[src/logic/lintc_pkg.sv]
package lintc_pkg;

  localparam int CLK_PERIOD_NS = 10;
  localparam int CNT_W = 16;

  // Free-running timebase, one tick per microsecond
  localparam int TICK_NS = 1000;
  localparam int TICK_CYCLES = TICK_NS / CLK_PERIOD_NS;

  // Bus dominant timeout, longest time, rounded down
  localparam int DOM_TIMEOUT_MS = 20;
  localparam int DOM_TIMEOUT_TICKS = (DOM_TIMEOUT_MS * 1000 * 1000) / TICK_NS;

  // Mismatch settling after a transmit edge, least time, rounded up
  localparam int SETTLE_US = 25;
  localparam int SETTLE_TICKS = (SETTLE_US * 1000 + TICK_NS - 1) / TICK_NS;

  // Least low time on the bus for a remote wake, rounded up
  localparam int WAKE_LOW_US = 80;
  localparam int WAKE_LOW_TICKS = (WAKE_LOW_US * 1000 + TICK_NS - 1) / TICK_NS;

  // Enable pin sampling interval; must stay below the ceiling
  localparam int SAMPLE_US = 5;
  localparam int SAMPLE_TICKS = (SAMPLE_US * 1000) / TICK_NS;
  localparam int SAMPLE_MAX_US = 10;
  localparam int SAMPLE_MAX_CYCLES = (SAMPLE_MAX_US * 1000) / CLK_PERIOD_NS;

  localparam int BUF_DEPTH = 2;

  // Status word layout
  localparam int STATUS_W = 7;
  localparam int ST_MISMATCH_BIT = 0;
  localparam int ST_TIMEOUT_BIT = 1;
  localparam int ST_THERMAL_BIT = 2;
  localparam int ST_WAKE_LIN_BIT = 3;
  localparam int ST_MODE_LSB = 4;
  localparam int ST_MODE_MSB = 6;

  typedef enum logic [2:0] {
    mode_por,
    mode_ready,
    mode_operation,
    mode_tx_off,
    mode_power_down
  } lintc_mode_t;

  typedef struct packed {
    lintc_mode_t mode;
    logic [CNT_W-1:0] tick_cnt;
    logic tx_prev;
    logic bus_prev;
    logic fault_smp;
    logic wake_lin;
    logic lin_oe;
    logic fault_oe;
    logic pull_up;
    logic reg_en;
    logic rx;
    logic rst_out_n;
    logic [STATUS_W-1:0] last_word;
  } lintc_state_t;

  localparam lintc_state_t STATE_RESET = '{
    mode: mode_por,
    tick_cnt: 16'h0000,
    tx_prev: 1'b1,
    bus_prev: 1'b1,
    fault_smp: 1'b0,
    wake_lin: 1'b0,
    lin_oe: 1'b0,
    fault_oe: 1'b0,
    pull_up: 1'b0,
    reg_en: 1'b0,
    rx: 1'b1,
    rst_out_n: 1'b0,
    last_word: 7'h00
  };

endpackage

[src/logic/lintc_stream_if.sv]
`timescale 1ns/1ps
interface lintc_stream_if #(parameter int W = 8);
  logic valid;
  logic ready;
  logic [W-1:0] data;
  modport src (output valid, output data, input ready);
  modport snk (input valid, input data, output ready);
endinterface // lintc_stream_if

[src/logic/lintc_top.sv]
`timescale 1ns/1ps
// Operation
// Receive output follows bus level: low dominant, high recessive.
// Select high: enable high gives Operation, low gives Transmitter Off.
// Floating select counts as low; transmitter stays off.
// Select high during Power-Down wakes the transceiver.
// Transmitting: bus dominant while transmit low, recessive while high.
// Floating transmit input counts as high; bus stays recessive.
// Reset output high only while regulator supply is valid.
// Enable line low, from any source, forces Transmitter Off.
// Select high: transmit versus bus mismatch reported on fault line, debounced.
// Mismatch fault valid only after settling time following transmit edge.
// Enable line sampled at intervals shorter than ten microseconds.
// Transmit low but bus high drives the fault line low.
// Select high and thermal shutdown drive the fault line low.
// External low on enable line is not reported as fault.
// After wake with select low, fault line shows wake source.
// Thermal overload shuts transmitter and regulator until cooled.
// Host tells contention from thermal overload by driving transmit, reading receive.
// Bus dominant beyond timeout disables the transmitter.
// Timeout forces receive high, fault low, pull-up off together.
// Timeout timer restarts on recessive bus or power-on reset.
// Host must not tie select permanently high.
// Enter Operation only with supply, select, enable, transmit all high.
// Select low leaves Operation to Power-Down; enable low to Transmitter Off.
// Remote wake: bus low for least wake time, then rising.
// Internal fault keeps transmitter off despite external high enable.
// All timers run on one timebase and clear in power-on reset.
module lintc_top #(
  parameter int TICK_CYCLES = lintc_pkg::TICK_CYCLES,
  parameter int DOM_TIMEOUT_TICKS = lintc_pkg::DOM_TIMEOUT_TICKS,
  parameter int SETTLE_TICKS = lintc_pkg::SETTLE_TICKS,
  parameter int WAKE_LOW_TICKS = lintc_pkg::WAKE_LOW_TICKS,
  parameter int SAMPLE_TICKS = lintc_pkg::SAMPLE_TICKS
) (
  input wire logic core_clk,
  input wire logic reset_n,
  input wire logic battery_supply_ok,
  input wire logic regulator_output_ok,
  input wire logic thermal_overload,
  input wire logic select_local_wake,
  input wire logic select_floating,
  input wire logic tx_data,
  input wire logic tx_floating,
  input wire logic fault_tx_enable_in,
  output logic fault_tx_enable_out,
  output logic fault_tx_enable_oe,
  input wire logic lin_bus_line_in,
  output logic lin_bus_line_out,
  output logic lin_bus_line_oe,
  output logic lin_pull_up_en,
  output logic rx_data,
  output logic reset_out_n,
  output logic regulator_en,
  output lintc_pkg::lintc_mode_t mode,
  output logic status_valid,
  input wire logic status_ready,
  output logic [lintc_pkg::STATUS_W-1:0] status_data
);

  ////////////////////////////////////////////////////////////////////////////////
  // Reset release

  logic rst_meta;
  logic rst_n;

  always_ff @(posedge core_clk or negedge reset_n) begin
    if (!reset_n) begin
      rst_meta <= 1'b0;
      rst_n <= 1'b0;
    end else begin
      rst_meta <= 1'b1;
      rst_n <= rst_meta;
    end
  end

  ////////////////////////////////////////////////////////////////////////////////
  // Pin conditioning

  lintc_pkg::lintc_state_t st_reg;
  lintc_pkg::lintc_state_t st_next;
  logic cs;
  logic txd;
  logic tick;
  logic in_por;
  logic rx_on;
  logic settled;
  logic dom_exp;
  logic wake_exp;
  logic samp_exp;
  logic lin_wake;
  logic mismatch;
  logic int_fault;
  logic go_op;
  logic fault_drive;
  logic [lintc_pkg::STATUS_W-1:0] word;

  assign cs = select_local_wake && !select_floating;
  assign txd = tx_data || tx_floating;
  assign tick = (st_reg.tick_cnt == lintc_pkg::CNT_W'(TICK_CYCLES - 1));
  assign in_por = (st_reg.mode == lintc_pkg::mode_por);
  assign rx_on = (st_reg.mode == lintc_pkg::mode_ready) ||
                 (st_reg.mode == lintc_pkg::mode_operation) ||
                 (st_reg.mode == lintc_pkg::mode_tx_off);

  ////////////////////////////////////////////////////////////////////////////////
  // Timers

  // Restarted on every transmit edge, so a rising edge also masks bus delay
  lintc_timer #(.W(lintc_pkg::CNT_W), .LIMIT(SETTLE_TICKS)) u_settle (
    .clk(core_clk),
    .rst_n(rst_n),
    .tick(tick),
    .run(cs && !in_por && (txd == st_reg.tx_prev)),
    .expired(settled)
  );

  lintc_timer #(.W(lintc_pkg::CNT_W), .LIMIT(DOM_TIMEOUT_TICKS)) u_dominant (
    .clk(core_clk),
    .rst_n(rst_n),
    .tick(tick),
    .run(!lin_bus_line_in && !in_por),
    .expired(dom_exp)
  );

  lintc_timer #(.W(lintc_pkg::CNT_W), .LIMIT(WAKE_LOW_TICKS)) u_wake (
    .clk(core_clk),
    .rst_n(rst_n),
    .tick(tick),
    .run((st_reg.mode == lintc_pkg::mode_power_down) && !lin_bus_line_in),
    .expired(wake_exp)
  );

  // Self-restarting: expires for one cycle, then clears
  lintc_timer #(.W(lintc_pkg::CNT_W), .LIMIT(SAMPLE_TICKS)) u_sample (
    .clk(core_clk),
    .rst_n(rst_n),
    .tick(tick),
    .run(!samp_exp && !in_por),
    .expired(samp_exp)
  );

  ////////////////////////////////////////////////////////////////////////////////
  // Fault and mode logic

  // Expiry flag still high in the cycle the bus rises
  assign lin_wake = wake_exp && !st_reg.bus_prev && lin_bus_line_in;
  // Only the dominant-expected case is a fault; transmit high with bus low is reception
  assign mismatch = cs && (st_reg.mode == lintc_pkg::mode_operation) && settled &&
                    !txd && !st_reg.tx_prev && lin_bus_line_in;
  assign int_fault = thermal_overload || dom_exp || mismatch;
  assign go_op = regulator_output_ok && cs && st_reg.fault_smp && txd && !int_fault;
  // An external low on the pin alone never sets the drive
  assign fault_drive = (cs && thermal_overload) || dom_exp || mismatch ||
                       (!cs && (st_reg.mode == lintc_pkg::mode_ready) && st_reg.wake_lin);

  assign word = {st_reg.mode, st_reg.wake_lin, thermal_overload, dom_exp, mismatch};

  lintc_stream_if #(.W(lintc_pkg::STATUS_W)) push_if ();
  lintc_stream_if #(.W(lintc_pkg::STATUS_W)) pop_if ();

  assign push_if.valid = (word != st_reg.last_word);
  assign push_if.data = word;

  always_comb begin
    st_next = st_reg;
    st_next.tick_cnt = tick ? '0 : st_reg.tick_cnt + 1'b1;
    st_next.tx_prev = txd;
    st_next.bus_prev = lin_bus_line_in;
    if (samp_exp) begin
      st_next.fault_smp = fault_tx_enable_in;
    end
    if (push_if.valid && push_if.ready) begin
      st_next.last_word = word;
    end
    if (!battery_supply_ok) begin
      st_next.mode = lintc_pkg::mode_por;
    end else begin
      case (st_reg.mode)
        lintc_pkg::mode_por: begin
          st_next.mode = lintc_pkg::mode_ready;
          st_next.wake_lin = 1'b0;
        end
        lintc_pkg::mode_ready: begin
          if (cs && regulator_output_ok) begin
            st_next.mode = go_op ? lintc_pkg::mode_operation : lintc_pkg::mode_tx_off;
          end
        end
        lintc_pkg::mode_operation: begin
          if (!cs) begin
            st_next.mode = lintc_pkg::mode_power_down;
          end else if (!st_reg.fault_smp || int_fault || !regulator_output_ok) begin
            st_next.mode = lintc_pkg::mode_tx_off;
          end
        end
        lintc_pkg::mode_tx_off: begin
          if (!cs) begin
            st_next.mode = lintc_pkg::mode_power_down;
          end else if (go_op) begin
            st_next.mode = lintc_pkg::mode_operation;
          end
        end
        lintc_pkg::mode_power_down: begin
          if (cs) begin
            st_next.mode = lintc_pkg::mode_ready;
            st_next.wake_lin = 1'b0;
          end else if (lin_wake) begin
            st_next.mode = lintc_pkg::mode_ready;
            st_next.wake_lin = 1'b1;
          end
        end
        default: begin
          st_next.mode = lintc_pkg::mode_por;
        end
      endcase
    end
    st_next.lin_oe = (st_next.mode == lintc_pkg::mode_operation) && !txd &&
                     !dom_exp && !thermal_overload;
    st_next.fault_oe = fault_drive;
    st_next.pull_up = (st_next.mode == lintc_pkg::mode_operation) && !dom_exp;
    st_next.reg_en = !in_por && (st_reg.mode != lintc_pkg::mode_power_down) &&
                     !thermal_overload;
    st_next.rx = (rx_on && !dom_exp) ? lin_bus_line_in : 1'b1;
    st_next.rst_out_n = regulator_output_ok && !in_por;
  end

  always_ff @(posedge core_clk or negedge rst_n) begin
    if (!rst_n) begin
      st_reg <= lintc_pkg::STATE_RESET;
    end else begin
      st_reg <= st_next;
    end
  end

  ////////////////////////////////////////////////////////////////////////////////
  // Status stream; a stalled reader loses intermediate words once the buffer is full, the latest state is kept

  lintc_buffer #(.W(lintc_pkg::STATUS_W), .DEPTH(lintc_pkg::BUF_DEPTH)) u_buffer (
    .clk(core_clk),
    .rst_n(rst_n),
    .in_s(push_if),
    .out_s(pop_if)
  );

  assign status_valid = pop_if.valid;
  assign pop_if.ready = status_ready;
  assign status_data = pop_if.data;

  assign fault_tx_enable_out = 1'b0;
  assign fault_tx_enable_oe = st_reg.fault_oe;
  assign lin_bus_line_out = 1'b0;
  assign lin_bus_line_oe = st_reg.lin_oe;
  assign lin_pull_up_en = st_reg.pull_up;
  assign rx_data = st_reg.rx;
  assign reset_out_n = st_reg.rst_out_n;
  assign regulator_en = st_reg.reg_en;
  assign mode = st_reg.mode;

  ////////////////////////////////////////////////////////////////////////////////
  // Checks

  logic rx_cause;
  logic rst_cause;
  logic in_op;
  logic wake_lin;
  logic [lintc_pkg::CNT_W-1:0] sample_gap;

  assign rx_cause = rx_on && !dom_exp;
  assign rst_cause = regulator_output_ok && !in_por;
  assign in_op = (st_reg.mode == lintc_pkg::mode_operation);
  assign wake_lin = st_reg.wake_lin;

  always_ff @(posedge core_clk or negedge rst_n) begin
    if (!rst_n) begin
      sample_gap <= '0;
    end else if (samp_exp || in_por) begin
      sample_gap <= '0;
    end else begin
      sample_gap <= sample_gap + 1'b1;
    end
  end
endmodule // lintc_top

[src/logic/lintc_timer.sv]
`timescale 1ns/1ps
// Saturating tick counter; cleared whenever run is low
module lintc_timer #(
  parameter int W = 16,
  parameter int LIMIT = 1
) (
  input wire logic clk,
  input wire logic rst_n,
  input wire logic tick,
  input wire logic run,
  output logic expired
);

  typedef struct packed {
    logic [W-1:0] cnt;
    logic exp;
  } lintc_timer_state_t;

  lintc_timer_state_t st_reg;
  lintc_timer_state_t st_next;
  logic [W-1:0] inc;

  always_comb begin
    inc = st_reg.cnt + 1'b1;
    st_next = st_reg;
    if (!run) begin
      st_next.cnt = '0;
      st_next.exp = 1'b0;
    end else if (tick && !st_reg.exp) begin
      st_next.cnt = inc;
      st_next.exp = (inc >= W'(LIMIT));
    end
  end

  always_ff @(posedge clk or negedge rst_n) begin
    if (!rst_n) begin
      st_reg <= '0;
    end else begin
      st_reg <= st_next;
    end
  end

  assign expired = st_reg.exp;

endmodule // lintc_timer

[src/logic/lintc_buffer.sv]
`timescale 1ns/1ps
// Small FIFO; pointers wrap at DEPTH - 1, so DEPTH need not be a power of two
module lintc_buffer #(
  parameter int W = 8,
  parameter int DEPTH = 2
) (
  input wire logic clk,
  input wire logic rst_n,
  lintc_stream_if.snk in_s,
  lintc_stream_if.src out_s
);

  localparam int AW = (DEPTH > 1) ? $clog2(DEPTH) : 1;

  typedef struct packed {
    logic [DEPTH-1:0][W-1:0] mem;
    logic [AW-1:0] wp;
    logic [AW-1:0] rp;
    logic [AW:0] cnt;
  } lintc_buf_state_t;

  lintc_buf_state_t st_reg;
  lintc_buf_state_t st_next;
  logic push;
  logic pop;

  function automatic logic [AW-1:0] lintc_next_ptr(input logic [AW-1:0] p);
    lintc_next_ptr = (p == AW'(DEPTH - 1)) ? '0 : AW'(p + 1'b1);
  endfunction

  assign in_s.ready = (st_reg.cnt != (AW + 1)'(DEPTH));
  assign out_s.valid = (st_reg.cnt != '0);
  assign out_s.data = st_reg.mem[st_reg.rp];

  always_comb begin
    push = in_s.valid && in_s.ready;
    pop = out_s.valid && out_s.ready;
    st_next = st_reg;
    if (push) begin
      st_next.mem[st_reg.wp] = in_s.data;
      st_next.wp = lintc_next_ptr(st_reg.wp);
    end
    if (pop) begin
      st_next.rp = lintc_next_ptr(st_reg.rp);
    end
    if (push && !pop) begin
      st_next.cnt = st_reg.cnt + 1'b1;
    end else if (pop && !push) begin
      st_next.cnt = st_reg.cnt - 1'b1;
    end
  end

  always_ff @(posedge clk or negedge rst_n) begin
    if (!rst_n) begin
      st_reg <= '0;
    end else begin
      st_reg <= st_next;
    end
  end

endmodule // lintc_buffer

[config.mk]
export PLATFORM = sky130hd
export DESIGN_NAME = lintc_top
export DESIGN_NICKNAME = d
export VERILOG_FILES = /design/src/logic/lintc_pkg.sv /design/src/logic/lintc_stream_if.sv /design/src/logic/lintc_top.sv /design/src/logic/lintc_timer.sv /design/src/logic/lintc_buffer.sv
export SDC_FILE = /design/constraint.sdc
export NUM_CORES = 1
export LEC_CHECK = 0
export ABC_CLOCK_PERIOD_IN_PS = 5200
export BUFFER_PORTS_ARGS = -buffer_cell sky130_fd_sc_hd__buf_2
export CAP_MARGIN = 5
export CORE_AREA = 2 2 111 113
export CTS_CLUSTER_DIAMETER = 30
export DETAILED_ROUTE_END_ITERATION = 7
export DIE_AREA = 0 0 113 115
export PLACE_DENSITY = 0.78
export SYNTH_ARGS = -nofsm -noshare
export SYNTH_HDL_FRONTEND = slang
export SYNTH_HIERARCHICAL = 1
export SYNTH_SLANG_ARGS = --single-unit
[constraint.sdc]
create_clock -name core_clk -period 5.2 [get_ports core_clk]
set_input_delay 0.26 -clock core_clk [delete_from_list [all_inputs] [get_ports core_clk]]
set_output_delay 0.26 -clock core_clk [all_outputs]
set_load 0.01 [all_outputs]
# ---- Word level (Yosys, flattened, before mapping)
# Index checks and enable logic that the tools add are counted.
dict set report totals {
  register_bits 124
  latchBits 0
  mem_bits_rw 0
  rom_bits 0
  inputBits 12
  n_memories 0
}
dict set report classes {
  n_addsub 9
  n_mul 0
  div 0
  n_lt_le_gt_ge 7
  eq_ne 15
  shifts 0
  n_mux 32
  n_bitwise 0
  n_reduce_logical 69
}
# cell n
set ops {}
lappend ops {{17-bit two-way mux} 8}
lappend ops {{16-bit by 1-bit adder with 16-bit output (second input constant)} 5}
lappend ops {{1-bit logical AND} 37}
lappend ops {{3-bit two-way mux} 8}
lappend ops {{7-bit two-way mux} 3}
lappend ops {{1-bit logical NOT} 17}
lappend ops {{16-bit by 7-bit == test with 1-bit output (second input constant)} 1}
lappend ops {{16-bit by 15-bit >= comparator with 1-bit output (second input constant)} 1}
lappend ops {{16-bit by 3-bit >= comparator with 1-bit output (second input constant)} 1}
lappend ops {{16-bit by 5-bit >= comparator with 1-bit output (second input constant)} 1}
lappend ops {{16-bit by 7-bit >= comparator with 1-bit output (second input constant)} 1}
lappend ops {{16-bit two-way mux} 1}
lappend ops {{3-bit case mux with 5 select lines} 1}
lappend ops {{14-bit bitwise mux} 1}
lappend ops {{1-bit logical OR} 10}
lappend ops {{2-bit != test (second input constant)} 5}
lappend ops {{3-bit by 2-bit == test with 1-bit output (second input constant)} 3}
lappend ops {{7-bit demux with 1-bit select} 1}
lappend ops {{7-bit != test} 1}
lappend ops {{1-bit two-way mux} 6}
lappend ops {{3-bit != test (second input constant)} 2}
lappend ops {{2-bit nonzero test} 3}
lappend ops {{1-bit by 2-bit < comparator with 1-bit output (second input constant)} 2}
lappend ops {{2-bit two-way mux} 2}
lappend ops {{other kinds (10)} 11}

# ---- Depth between registers and ports, before layout
dict set report logic_depth {
  depth_word 18
  depth_mapped 10
}

# ---- Modules after synthesis
# Netlist, hierarchy kept.
# mod n_inst cells_each area_per_inst_um2
set modules_own_cells {}
lappend modules_own_cells {lintc_top 1 161 1813.0}
lappend modules_own_cells {{lintc_timer (u_settle)} 1 123 1156.1}
lappend modules_own_cells {{lintc_timer (u_sample)} 1 125 1129.8}
lappend modules_own_cells {{lintc_timer (u_wake)} 1 113 1064.8}
lappend modules_own_cells {{lintc_timer (u_dominant)} 1 116 1063.5}
lappend modules_own_cells {lintc_buffer 1 55 877.1}

# ---- Worst setup path before layout
# Ideal clock, no wire load.
dict set report synth_path {
  path_type {register to register}
  from {register st_reg[19] (netlist name)}
  to {register u_dominant/st_reg[12] (netlist bit)}
  setup_time_ns 0.119
  arrival_time_ns 2.369
  slack_ns 2.712
  path_stages_with_launch 9
  period_less_slack_ns 2.488
  cell_sequence {dfrtp_1 > nor4_1 > nand4_1 > nor2_1 > nand2b_1 > nor4_1 > nand3_1 > xnor2_1 > and2_1}
}
# item line
set synth_rtl {}
lappend synth_rtl {{to (signal assigned)} lintc_timer.sv:39} ;# st_reg <= st_next;
lappend synth_rtl {{to (decl)} lintc_timer.sv:19} ;# lintc_timer_state_t st_reg;

==> reports/metrics.cfg <==
[hold_path]
hp-class = in2reg
holdPathStages = 2
holdCritStartpoint = fault_tx_enable_in

[layout]
nNetsFinal = 735
area_growth_pct = 10.6
drive_above_1_share = 0.169
num-fill-cells = 873
mostFrequentLayoutCells = 120 x dfrtp_1, 69 x xnor2_1, 55 x and2_1, 49 x nand2_1, 42 x nand3_1
diodes = 0
layout_commonest_cell = dfrtp_1
largest_reg_flops = 26
finalInstanceArea_mm2 = 0.00786

[floorplanning]
num_rows = 40
start_util = 0.601
core_mm2 = 0.0118
ios = 31
die_width_um = 113
die_h_um = 115
die-area_mm2 = 0.0130

[critical_path]
r2r.worst_path.cells = 9
cp_max_fo = 17
path_class = reg2reg
worstPathRequired_ps = 5510
arrival_ps = 2990
reg2reg_from = st_reg[19]$_DFF_PN0_
cp-startpoint = st_reg[19]$_DFF_PN0_
end_kind = flop
r2r_setup_slack_ps = 2520
cp-start-kind = flop

[timing]
fin_crit_ps = 2680
rsz0062_at_grt = no
skew_ps = 6.09
maxSlewViolCount = 0
worst_pin_slew_ps = 917
max_freq_mhz = 372
relSlewSlack = 0.386
setup_violations = 0
tns_ps = 0
hold_viol_final = 0
fin_crit_sh = 0.516

[pwr]
ir_worst_vdd_uv = 272
p_leak_nw = 3.49
powerDensity_mw_per_mm2 = 337

[place]
place_congestion = 0.848
dp_hpwl_um = 9220
placedInstanceArea_mm2 = 0.00724
io_buffers = 28

[clocking]
cts_made_buffers = 17
ctsLongestPathBuffers = 2
root_buffer = clkbuf_16
insertion_delay_ps = 420
cts_tree = built
cts.sinks = 124
postCtsSetupBuffers = 0
cts.repair.resized = 0
clkTransAtPathRegs_ps = 50
cts_max_level = 4

[status]
violations = DRC
status = finished, violations left

[logic_synthesis]
ys_types = 79
ys.flop_type = dfrtp_1
netlist_area_mm2 = 0.00710
seq_area_frac_synth = 0.437
ys_async_sr_fraction = 1.00
avgSynthCellArea_um2 = 10.3
synth_edf_count = 0
post_synth_inst_count = 693
synth_seq_cells = 124
yosysWarnings = 6

[grt]
grt_pass1_wl_um = 24200
grt_usage = 0.234
gr-total-overflow = 0
grt_pass1_vias = 5035
antenna_found_initial = 0
grt_max_degree = 67

[route]
first_pass_iters = 6
postRouteAntennaNets = 0
vias = 5062
drt_iter0_markers = 538
wirelength_um = 13900
drc_errors = 1
vias_per_cell = 5.80
wire_per_inst_um = 15.9

[flow_run]
cap_violations = 0

where the power goes:
group / switching, mW / total (mW) / internal (mW)
clock network: 0.405 / 1.19 / 0.787
registers: 0.0586 / 1.08 / 1.02
logic: 0.176 / 0.378 / 0.202
total: 0.639 / 2.65 / 2.01
what timing repair did:
item / in CTS / in global routing
setup endpoints to repair: 0 / 0
hold buffers: 2 / 0
endpoints found under the hold margin: 3 / 0
critical path, stage by stage, from the launching register on:
cell,delay [ps]
dfrtp_1,420
nor4_1,280
nand4_1,130
nor2_1,110
buf_4,220
nor2b_1,580
and4_1,410
nand3_1,130
xnor2_1,160
and2_1,160
layer usage:
metal | routed length (um) | vias up | track usage
met5 | 0 | - | 0
met4 | 165 | 0 | 0.0789
met2 | 6840 | 92 | 0.378
met3 | 490 | 16 | 0.0580
met1 | 6410 | 2494 | 0.313
li1 | - | 2460 | -
cells by family after synthesis:
group,share of synthesized area
compound gates,0.0741
xor+xnor,0.108
fa+ha+maj,0.0176
buf+inv,0.0396
flops,0.437
mux,0.0608
other cells,0.00106
simple gates,0.261
cell usage after synthesis (12+ instances only):
library cell	number	area, um2
dfrtp_1	121	3030
xnor2_1	69	604
and2_1	55	344
nand2_1	49	184
nand3_1	42	210
nor2_1	41	154
mux2_4	20	300
nand4_1	20	125
xor2_1	19	166
o21ai_0	18	90.1
inv_1	13	48.8
and3_1	12	75.1
nor4_1	12	75.1
final cells by class:
type	instances	area (um2)	area share
multi-input cells	523	3730	0.474
clock buffers	24	482	0.0613
inverters	13	48.8	0.00621
flip-flops and latches	124	3110	0.396
repair buffers	34	190	0.0242
well taps	147	184	0.0234
clock inverters	8	115	0.0147
through the flow:
stage,power (mW),instances,hold WS (ps),worst slack [ps],util
detailed placement,1.47,839,49.4,2560,0.613
global placement,1.46,839,44.6,2590,0.613
CTS,2.67,873,87.8,2530,0.665
finish,2.65,873,105,2520,0.665
floorplan,1.43,694,-35.6,1490,-
global route,2.76,873,81.8,2250,0.665
path summary, 6_finish.rpt:
| check | endpoint |
|---|---|
| min in group asynchronous | rst_n$_DFF_PN0_ |
| max in group asynchronous | u_dominant/st_reg[9]$_DFFE_PN0P_ |
| min reg2reg | rst_n$_DFF_PN0_ |
| min | st_reg[14]$_DFFE_PN0P_ |
| max reg2reg | u_settle/st_reg[12]$_DFFE_PN0P_ |
| max | u_settle/st_reg[12]$_DFFE_PN0P_ |
Power figures use the tool's default switching activity.
